### config.mk
export PLATFORM = sky130hd
export DESIGN_NAME = sarr_top
export DESIGN_NICKNAME = d
export VERILOG_FILES = /design/src/design/sarr_pkg.sv /design/src/design/sarr_top.sv
export SDC_FILE = /design/constraint.sdc
export NUM_CORES = 1
export LEC_CHECK = 0
export BUFFER_PORTS_ARGS = -buffer_cell sky130_fd_sc_hd__clkbuf_2
export CORE_UTILIZATION = 40
export CTS_BUF_LIST = sky130_fd_sc_hd__clkbuf_2 sky130_fd_sc_hd__clkbuf_4 sky130_fd_sc_hd__clkbuf_8
export DETAILED_ROUTE_END_ITERATION = 12
export GPL_ROUTABILITY_DRIVEN = 1
export GPL_TIMING_DRIVEN = 1
export SLEW_MARGIN = 20
export SYNTH_ARGS = -nofsm -noshare
export SYNTH_HDL_FRONTEND = slang
export SYNTH_SLANG_ARGS = --single-unit
### constraint.sdc
create_clock -name clk_sys -period 8.4 [get_ports clk_sys]
set_input_delay 0 -clock clk_sys [delete_from_list [all_inputs] [get_ports clk_sys]]
set_output_delay 0 -clock clk_sys [all_outputs]
set_load 0.05 [all_outputs]
### src/design/sarr_pkg.sv
// Constants shared by the converter readout control
package sarr_pkg;
   localparam int unsigned CLK_PERIOD_NS = 50;
   localparam int unsigned CONV_MIN_NS = 1350;
   localparam int unsigned CONV_MAX_NS = 1500;
   localparam int unsigned CONV_CYC =
      (CONV_MIN_NS + CLK_PERIOD_NS - 1) / CLK_PERIOD_NS;
   localparam int unsigned CONV_MAX_CYC = CONV_MAX_NS / CLK_PERIOD_NS;
   localparam int unsigned CNT_W = 5;
   localparam int unsigned WORD_W = 16;
   localparam int unsigned TOP_BIT = 15;
   localparam int unsigned LAST_BIT = 15;
   localparam int unsigned FIFO_DEPTH = 16;
   localparam logic [15:0] RESULT_RST = 16'h0000;
   localparam logic [15:0] CONFIG_RST = 16'h0000;
   typedef enum logic {
      SARR_IDLE,
      SARR_CONV
   } sarr_state_t;
endpackage

### src/design/sarr_top.sv
// Conversion start and serial readout control with its sample FIFO
`timescale 1ns/1ps

module sarr_fifo #(
   parameter int unsigned WIDTH = 16,
   parameter int unsigned DEPTH = 16
) (
   // Clock and reset
   input wire logic clk_sys,
   input wire logic nrst,
   // Fill side
   input wire logic in_valid,
   output logic in_ready,
   input wire logic [WIDTH-1:0] in_data,
   // Drain side
   output logic out_valid,
   input wire logic out_ready,
   output logic [WIDTH-1:0] out_data
);
   localparam int unsigned AW = $clog2(DEPTH);
   logic [WIDTH-1:0] mem [DEPTH];
   logic [AW-1:0] wr_ptr, rd_ptr, next_wr_ptr, next_rd_ptr;
   logic [AW:0] count, next_count;
   logic push, pop;

   always_comb begin
      in_ready = (count != (AW+1)'(DEPTH));
      out_valid = (count != '0);
      out_data = mem[rd_ptr];
      push = in_valid && in_ready;
      pop = out_valid && out_ready;
      next_wr_ptr = push ? wr_ptr + 1'b1 : wr_ptr;
      next_rd_ptr = pop ? rd_ptr + 1'b1 : rd_ptr;
      next_count = count + (AW+1)'(push) - (AW+1)'(pop);
   end

   always_ff @(posedge clk_sys or negedge nrst) begin
      if (!nrst) begin
         wr_ptr <= '0;
         rd_ptr <= '0;
         count <= '0;
      end else begin
         wr_ptr <= next_wr_ptr;
         rd_ptr <= next_rd_ptr;
         count <= next_count;
      end
   end

   always_ff @(posedge clk_sys) begin
      if (push) begin
         mem[wr_ptr] <= in_data;
      end
   end
endmodule

module sarr_top (
   // Clock and reset
   input wire logic clk_sys,
   input wire logic nrst,
   // Sampled words from the front end
   input wire logic sample_valid,
   output logic sample_ready,
   input wire logic [15:0] sample_data,
   // Serial link pins
   input wire logic convert_start_strobe,
   input wire logic sclk,
   input wire logic din,
   output logic dout,
   output logic dout_oe,
   // Mode strap and status
   input wire logic daisy_mode,
   output logic conv_busy,
   output logic [15:0] config_word
);
   logic cs_s1, cs_s2, cs_q, ck_s1, ck_s2, ck_q, di_s1, di_s2, md_s1, md_s2;
   logic cs_rise, cs_fall, sclk_rise, sclk_fall;
   logic fifo_valid, fifo_ready, fifo_in_ready;
   logic [15:0] fifo_data;
   sarr_pkg::sarr_state_t state, next_state;
   logic [sarr_pkg::CNT_W-1:0] conv_cnt, next_conv_cnt;
   logic [15:0] result, next_result, held, next_held;
   logic result_ready, next_result_ready;
   logic [15:0] shift, next_shift, next_config;
   logic [3:0] bit_cnt, next_bit_cnt;
   logic next_dout, next_dout_oe, next_sample_ready;

   sarr_fifo #(.WIDTH(sarr_pkg::WORD_W), .DEPTH(sarr_pkg::FIFO_DEPTH)) u_fifo (
      .clk_sys(clk_sys),
      .nrst(nrst),
      .in_valid(sample_valid && sample_ready),
      .in_ready(fifo_in_ready),
      .in_data(sample_data),
      .out_valid(fifo_valid),
      .out_ready(fifo_ready),
      .out_data(fifo_data)
   );

   // Pin synchronisers and edge finders
   always_ff @(posedge clk_sys or negedge nrst) begin
      if (!nrst) begin
         {cs_s1, cs_s2, cs_q} <= 3'h0;
         {ck_s1, ck_s2, ck_q} <= 3'h0;
         {di_s1, di_s2, md_s1, md_s2} <= 4'h0;
      end else begin
         cs_s1 <= convert_start_strobe;
         cs_s2 <= cs_s1;
         cs_q <= cs_s2;
         ck_s1 <= sclk;
         ck_s2 <= ck_s1;
         ck_q <= ck_s2;
         di_s1 <= din;
         di_s2 <= di_s1;
         md_s1 <= daisy_mode;
         md_s2 <= md_s1;
      end
   end

   always_comb begin
      cs_rise = cs_s2 && !cs_q;
      cs_fall = !cs_s2 && cs_q;
      sclk_rise = ck_s2 && !ck_q;
      sclk_fall = !ck_s2 && ck_q;
   end

   // Conversion timer
   always_comb begin
      next_state = state;
      next_conv_cnt = conv_cnt;
      next_result = result;
      next_held = held;
      next_result_ready = result_ready;
      fifo_ready = 1'b0;
      case (state)
         sarr_pkg::SARR_IDLE, sarr_pkg::SARR_CONV: begin
            if (cs_rise) begin
               fifo_ready = 1'b1;
               if (fifo_valid) begin
                  next_held = fifo_data;
               end
               next_state = sarr_pkg::SARR_CONV;
               next_conv_cnt = sarr_pkg::CNT_W'(sarr_pkg::CONV_CYC - 1);
               next_result_ready = 1'b0;
            end else if (state == sarr_pkg::SARR_CONV) begin
               if (conv_cnt == '0) begin
                  next_state = sarr_pkg::SARR_IDLE;
                  next_result = held;
                  next_result_ready = 1'b1;
               end else begin
                  next_conv_cnt = conv_cnt - 1'b1;
               end
            end
         end
         default: next_state = sarr_pkg::SARR_IDLE;
      endcase
   end

   always_ff @(posedge clk_sys or negedge nrst) begin
      if (!nrst) begin
         state <= sarr_pkg::SARR_IDLE;
         conv_cnt <= '0;
         result <= sarr_pkg::RESULT_RST;
         held <= sarr_pkg::RESULT_RST;
         result_ready <= 1'b0;
      end else begin
         state <= next_state;
         conv_cnt <= next_conv_cnt;
         result <= next_result;
         held <= next_held;
         result_ready <= next_result_ready;
      end
   end

   // Serial shifter
   always_comb begin
      next_shift = shift;
      next_bit_cnt = bit_cnt;
      next_dout = dout;
      next_dout_oe = dout_oe;
      next_config = config_word;
      // Ready drops after each take, so a full FIFO never loses a word
      next_sample_ready = fifo_in_ready && !(sample_valid && sample_ready);
      if (sclk_rise) begin
         if (md_s2) begin
            next_shift = {shift[15:1], di_s2};
         end else begin
            next_config = {config_word[14:0], di_s2};
         end
      end
      if (cs_s2) begin
         next_dout_oe = 1'b0;
      end else if (cs_fall && ck_s2 && result_ready) begin
         next_dout = result[sarr_pkg::TOP_BIT];
         next_shift = {result[14:0], 1'b0};
         next_bit_cnt = '0;
         next_dout_oe = 1'b1;
      end else if (dout_oe && sclk_fall) begin
         if (bit_cnt == 4'(sarr_pkg::LAST_BIT) && !md_s2) begin
            next_dout_oe = 1'b0;
         end else begin
            next_dout = shift[15];
            next_shift = {shift[14:0], 1'b0};
            next_bit_cnt = bit_cnt + 1'b1;
         end
      end
   end

   always_ff @(posedge clk_sys or negedge nrst) begin
      if (!nrst) begin
         shift <= '0;
         bit_cnt <= '0;
         dout <= 1'b0;
         dout_oe <= 1'b0;
         config_word <= sarr_pkg::CONFIG_RST;
         sample_ready <= 1'b0;
         conv_busy <= 1'b0;
      end else begin
         shift <= next_shift;
         bit_cnt <= next_bit_cnt;
         dout <= next_dout;
         dout_oe <= next_dout_oe;
         config_word <= next_config;
         sample_ready <= next_sample_ready;
         conv_busy <= (next_state == sarr_pkg::SARR_CONV);
      end
   end

   conv_start_a: assert property (@(posedge clk_sys) disable iff (!nrst)
      cs_rise |=> state == sarr_pkg::SARR_CONV &&
         conv_cnt == sarr_pkg::CNT_W'(sarr_pkg::CONV_CYC - 1))
      else $error("conversion did not restart on strobe rise");
   select_gate_a: assert property (@(posedge clk_sys) disable iff (!nrst)
      cs_fall && !ck_s2 |=> !dout_oe)
      else $error("serial port enabled with serial clock low");
   dout_edge_a: assert property (@(posedge clk_sys) disable iff (!nrst)
      dout_oe && $past(dout_oe) && $changed(dout) |-> $past(sclk_fall))
      else $error("serial output moved off a falling edge");
   cfg_capture_a: assert property (@(posedge clk_sys) disable iff (!nrst)
      sclk_rise && !md_s2 |=> config_word == {$past(config_word[14:0]),
         $past(di_s2)})
      else $error("configuration bit not captured");
   conv_done_a: assert property (@(posedge clk_sys) disable iff (!nrst)
      $fell(conv_busy) |-> result_ready && $past(conv_cnt) == '0 &&
         sarr_pkg::CONV_CYC <= sarr_pkg::CONV_MAX_CYC)
      else $error("result not ready at end of conversion");
   msb_first_a: assert property (@(posedge clk_sys) disable iff (!nrst)
      $rose(dout_oe) |-> dout == $past(result[15]) && bit_cnt == '0)
      else $error("first bit out is not the top result bit");
   release_a: assert property (@(posedge clk_sys) disable iff (!nrst)
      (cs_s2 || (dout_oe && sclk_fall && !md_s2 && bit_cnt == 4'hF))
      |=> !dout_oe)
      else $error("serial output not released");
   daisy_shift_a: assert property (@(posedge clk_sys) disable iff (!nrst)
      md_s2 && sclk_rise && !sclk_fall && !cs_fall |=> shift[0] ==
         $past(di_s2))
      else $error("daisy chain input not shifted in");
endmodule

==> flow_summary.json <==
{
  "setup_viol": 0,
  "r2r-end": "u_fifo.count[4]",
  "dp.final_hpwl_mm": 16.2,
  "final_cells": 1364,
  "drtIter0Drc": 484,
  "power_mw": 5.07,
  "synthCells": 759,
  "highest_layer": "met4",
  "ant_nets": 0,
  "dieWidth_um": 189,
  "grt_remaining_overflow": 0,
  "grt_usage": 0.164,
  "die_y_um": 189,
  "htreeDepth": 2,
  "wl_met3_mm": 1.20,
  "async_flop_share": 0.283,
  "num_vias": 7169,
  "worst_slew_pin_slew_ns": 1.07,
  "place.gp.congestion": 0.710,
  "slowest_stage": "or4b_4",
  "final_common_cell": "edfxtp_1",
  "fmax_ghz": 0.330,
  "fillers": 3000,
  "path_common_cell": "ha_1",
  "clock_latency_ns": 0.61,
  "cts-buffers-inserted": 58,
  "synth_nets": 797,
  "drt-met1-wl_mm": 12.9,
  "crit_arrival_ns": 3.53,
  "p_leak_nw": 5.87,
  "maxCapViolCount": 0,
  "ios": 43,
  "ctsResizeCount": 0,
  "required_ns": 8.90,
  "crit_path_end_kind": "flip-flop",
  "worstHoldPathCells": 2,
  "critPathMaxStageDelay_ns": 0.60,
  "nNetsFinal": 902,
  "p_per_area_mw_per_mm2": 312,
  "cts_buffer_depth": 3,
  "synth_ff_type": "edfxtp_1",
  "synth_edf_count": 256,
  "ys_ff_latch": 357,
  "root_buffer": "clkbuf_8",
  "grt_first_pass_wirelength_mm": 44.6,
  "rr_startpoint": "u_fifo.count[3]",
  "fin_crit_sh": 0.361,
  "fin_crit_ns": 3.03,
  "setup-tns-final_ns": 0,
  "drc_errors": 0,
  "ir_drop_v": 0.000162,
  "ys_types": 57,
  "hold_violations": 0,
  "grt_max_degree": 52,
  "clk_pin_slew_ns": 0.06,
  "rsz0062_at_grt": "false",
  "antenna_found_initial": 0,
  "worstPathCellList": "inv_1 > ha_1 > or4b_4 > and2_4 > ha_1 > inv_1 > ha_1 > fa_1 > a21oi_1 > o21bai_1 > xnor2_1",
  "cts_setup_buffers": 0,
  "min_from": "daisy_mode",
  "yosysWarnings": 0,
  "start_kind": "flip-flop",
  "relSlewSlack": 0.283,
  "final_cell_mix": "256 x edfxtp_1, 99 x dfrtp_1, 64 x mux4_2",
  "wl_mm": 28.1,
  "coreArea_mm2": 0.0345,
  "critPathKind": "reg2reg",
  "initial_core_util": 0.407,
  "seq_area_frac_synth": 0.727,
  "cts_tree": "yes",
  "dieArea_mm2": 0.0359,
  "status": "finished, final reports clean",
  "synth_area_per_cell_um2": 18.5,
  "drive_above_1_share": 0.322,
  "grt_pass1_vias": 7626,
  "hold_path_class": "in2reg",
  "n_antenna_cell": 0,
  "wl_met2_mm": 13.5,
  "cp_max_fo": 20,
  "firstDrtPassIters": 5,
  "r2r_cells": 11,
  "syn_to_final_growth_pct": 15.7,
  "slew_viol_final": 0,
  "numPortBuffers": 42,
  "viasPerCell": 5.26,
  "place_inst": 1235,
  "fin_skew_ns": 0.0271,
  "syn-cell-area_mm2": 0.0141,
  "clock_sinks": 357,
  "rows": 68,
  "min_to": "md_s1",
  "rrSetupSlack_ns": 5.37,
  "wl_per_cell_um": 20.6
}
-- report_power, final --
part / total [mW] / internal (mW) / switching (mW)
Combinational: 1.26 / 0.570 / 0.689
Sequential: 2.33 / 2.14 / 0.191
Clock: 1.47 / 0.796 / 0.678
-- routing by layer --
metal  global-route usage  vias up
met5                    0        -
met4               0.0506        0
met3               0.0324       43
met2                0.261      153
met1                0.227     3720
li1                     -     3253
-- how the worst max path moves through the flow --
stage | start | to | slack [ns] | cells past startpoint
after floorplan | u_fifo.count[3] | u_fifo.count[4] | 5.42 | 14
after global placement | u_fifo.count[3] | u_fifo.count[4] | 5.40 | 11
after detailed placement | u_fifo.count[3] | u_fifo.count[4] | 5.36 | 11
after CTS | u_fifo.count[2] | u_fifo.count[4] | 5.35 | 11
after global routing | u_fifo.count[3] | u_fifo.count[4] | 5.24 | 11
final | u_fifo.count[3] | u_fifo.count[4] | 5.37 | 11
-- sequential cells by signal, indices dropped and copies added, names as in the netlist, 4 cells and up --
register and count:
shift 16, u_fifo.wr_ptr 4, u_fifo.count 5, conv_cnt 5, result 16, bit_cnt 4
config_word 16, u_fifo.mem 256, u_fifo.rd_ptr 4, held 16
-- worst max-delay path: cells and delay by family (launching register included) --
| kind | cells | cell delay [ns] |
|---|---|---|
| compound gates | 2 | 0.24 |
| xor+xnor | 1 | 0.12 |
| fa+ha+maj | 4 | 1.13 |
| buf+inv | 2 | 0.13 |
| flops | 1 | 0.38 |
| simple gates | 2 | 0.91 |
-- synthesized netlist by cell type, drive strengths merged, types with 16 or more instances --
cell type  instances  area [um2]
edfxtp           256        7690
dfrtp            101        2530
mux4              64        1440
mux2              34         383
nor2              31         116
nand3             28         145
a21oi             24         120
o21ai             24         120
buf               23         151
clkbuf            21        83.8
mux2i             17         170
a221oi            16         203
a31oi             16         100
o22ai             16         100
-- kinds of logic after synthesis --
kind of cell,synth area share
multiplexers,0.142
buffers and inverters,0.0205
flip-flops,0.727
AO/OA/AOI/OAI,0.0503
XOR/XNOR,0.00623
AND/OR/NAND/NOR,0.0404
adder cells (fa/ha/maj),0.0139
-- stage by stage --
| step | area [um2] | worst slack [ns] | utilization | hold slack, ns |
|---|---|---|---|---|
| 6_report | 16300 | 5.37 | 0.471 | 0.0526 |
| 5_1_grt | 16300 | 5.24 | 0.471 | 0.0261 |
| 4_1_cts | 16200 | 5.35 | 0.470 | 0.0135 |
| 3_5_place_dp | 14800 | 5.36 | 0.430 | 0.0708 |
| 3_3_place_gp | 14800 | 5.40 | 0.430 | 0.0696 |
| 2_1_floorplan | 14100 | 5.42 | - | -0.296 |
-- layout make-up --
type / instances / area [um2] / area share
well taps: 455 / 569 / 0.0350
repair buffers: 89 / 643 / 0.0396
flip-flops and latches: 357 / 10200 / 0.629
inverters: 14 / 52.6 / 0.00323
multi-input cells: 344 / 3610 / 0.222
clock inverters: 26 / 166 / 0.0102
clock buffers: 79 / 987 / 0.0607
-- timing repair --
item,in CTS,in global routing
setup endpoints to repair,0,0
endpoints found under the hold margin,315,0
hold buffers,24,0
Note: power is estimated with default switching activity, not from simulation.
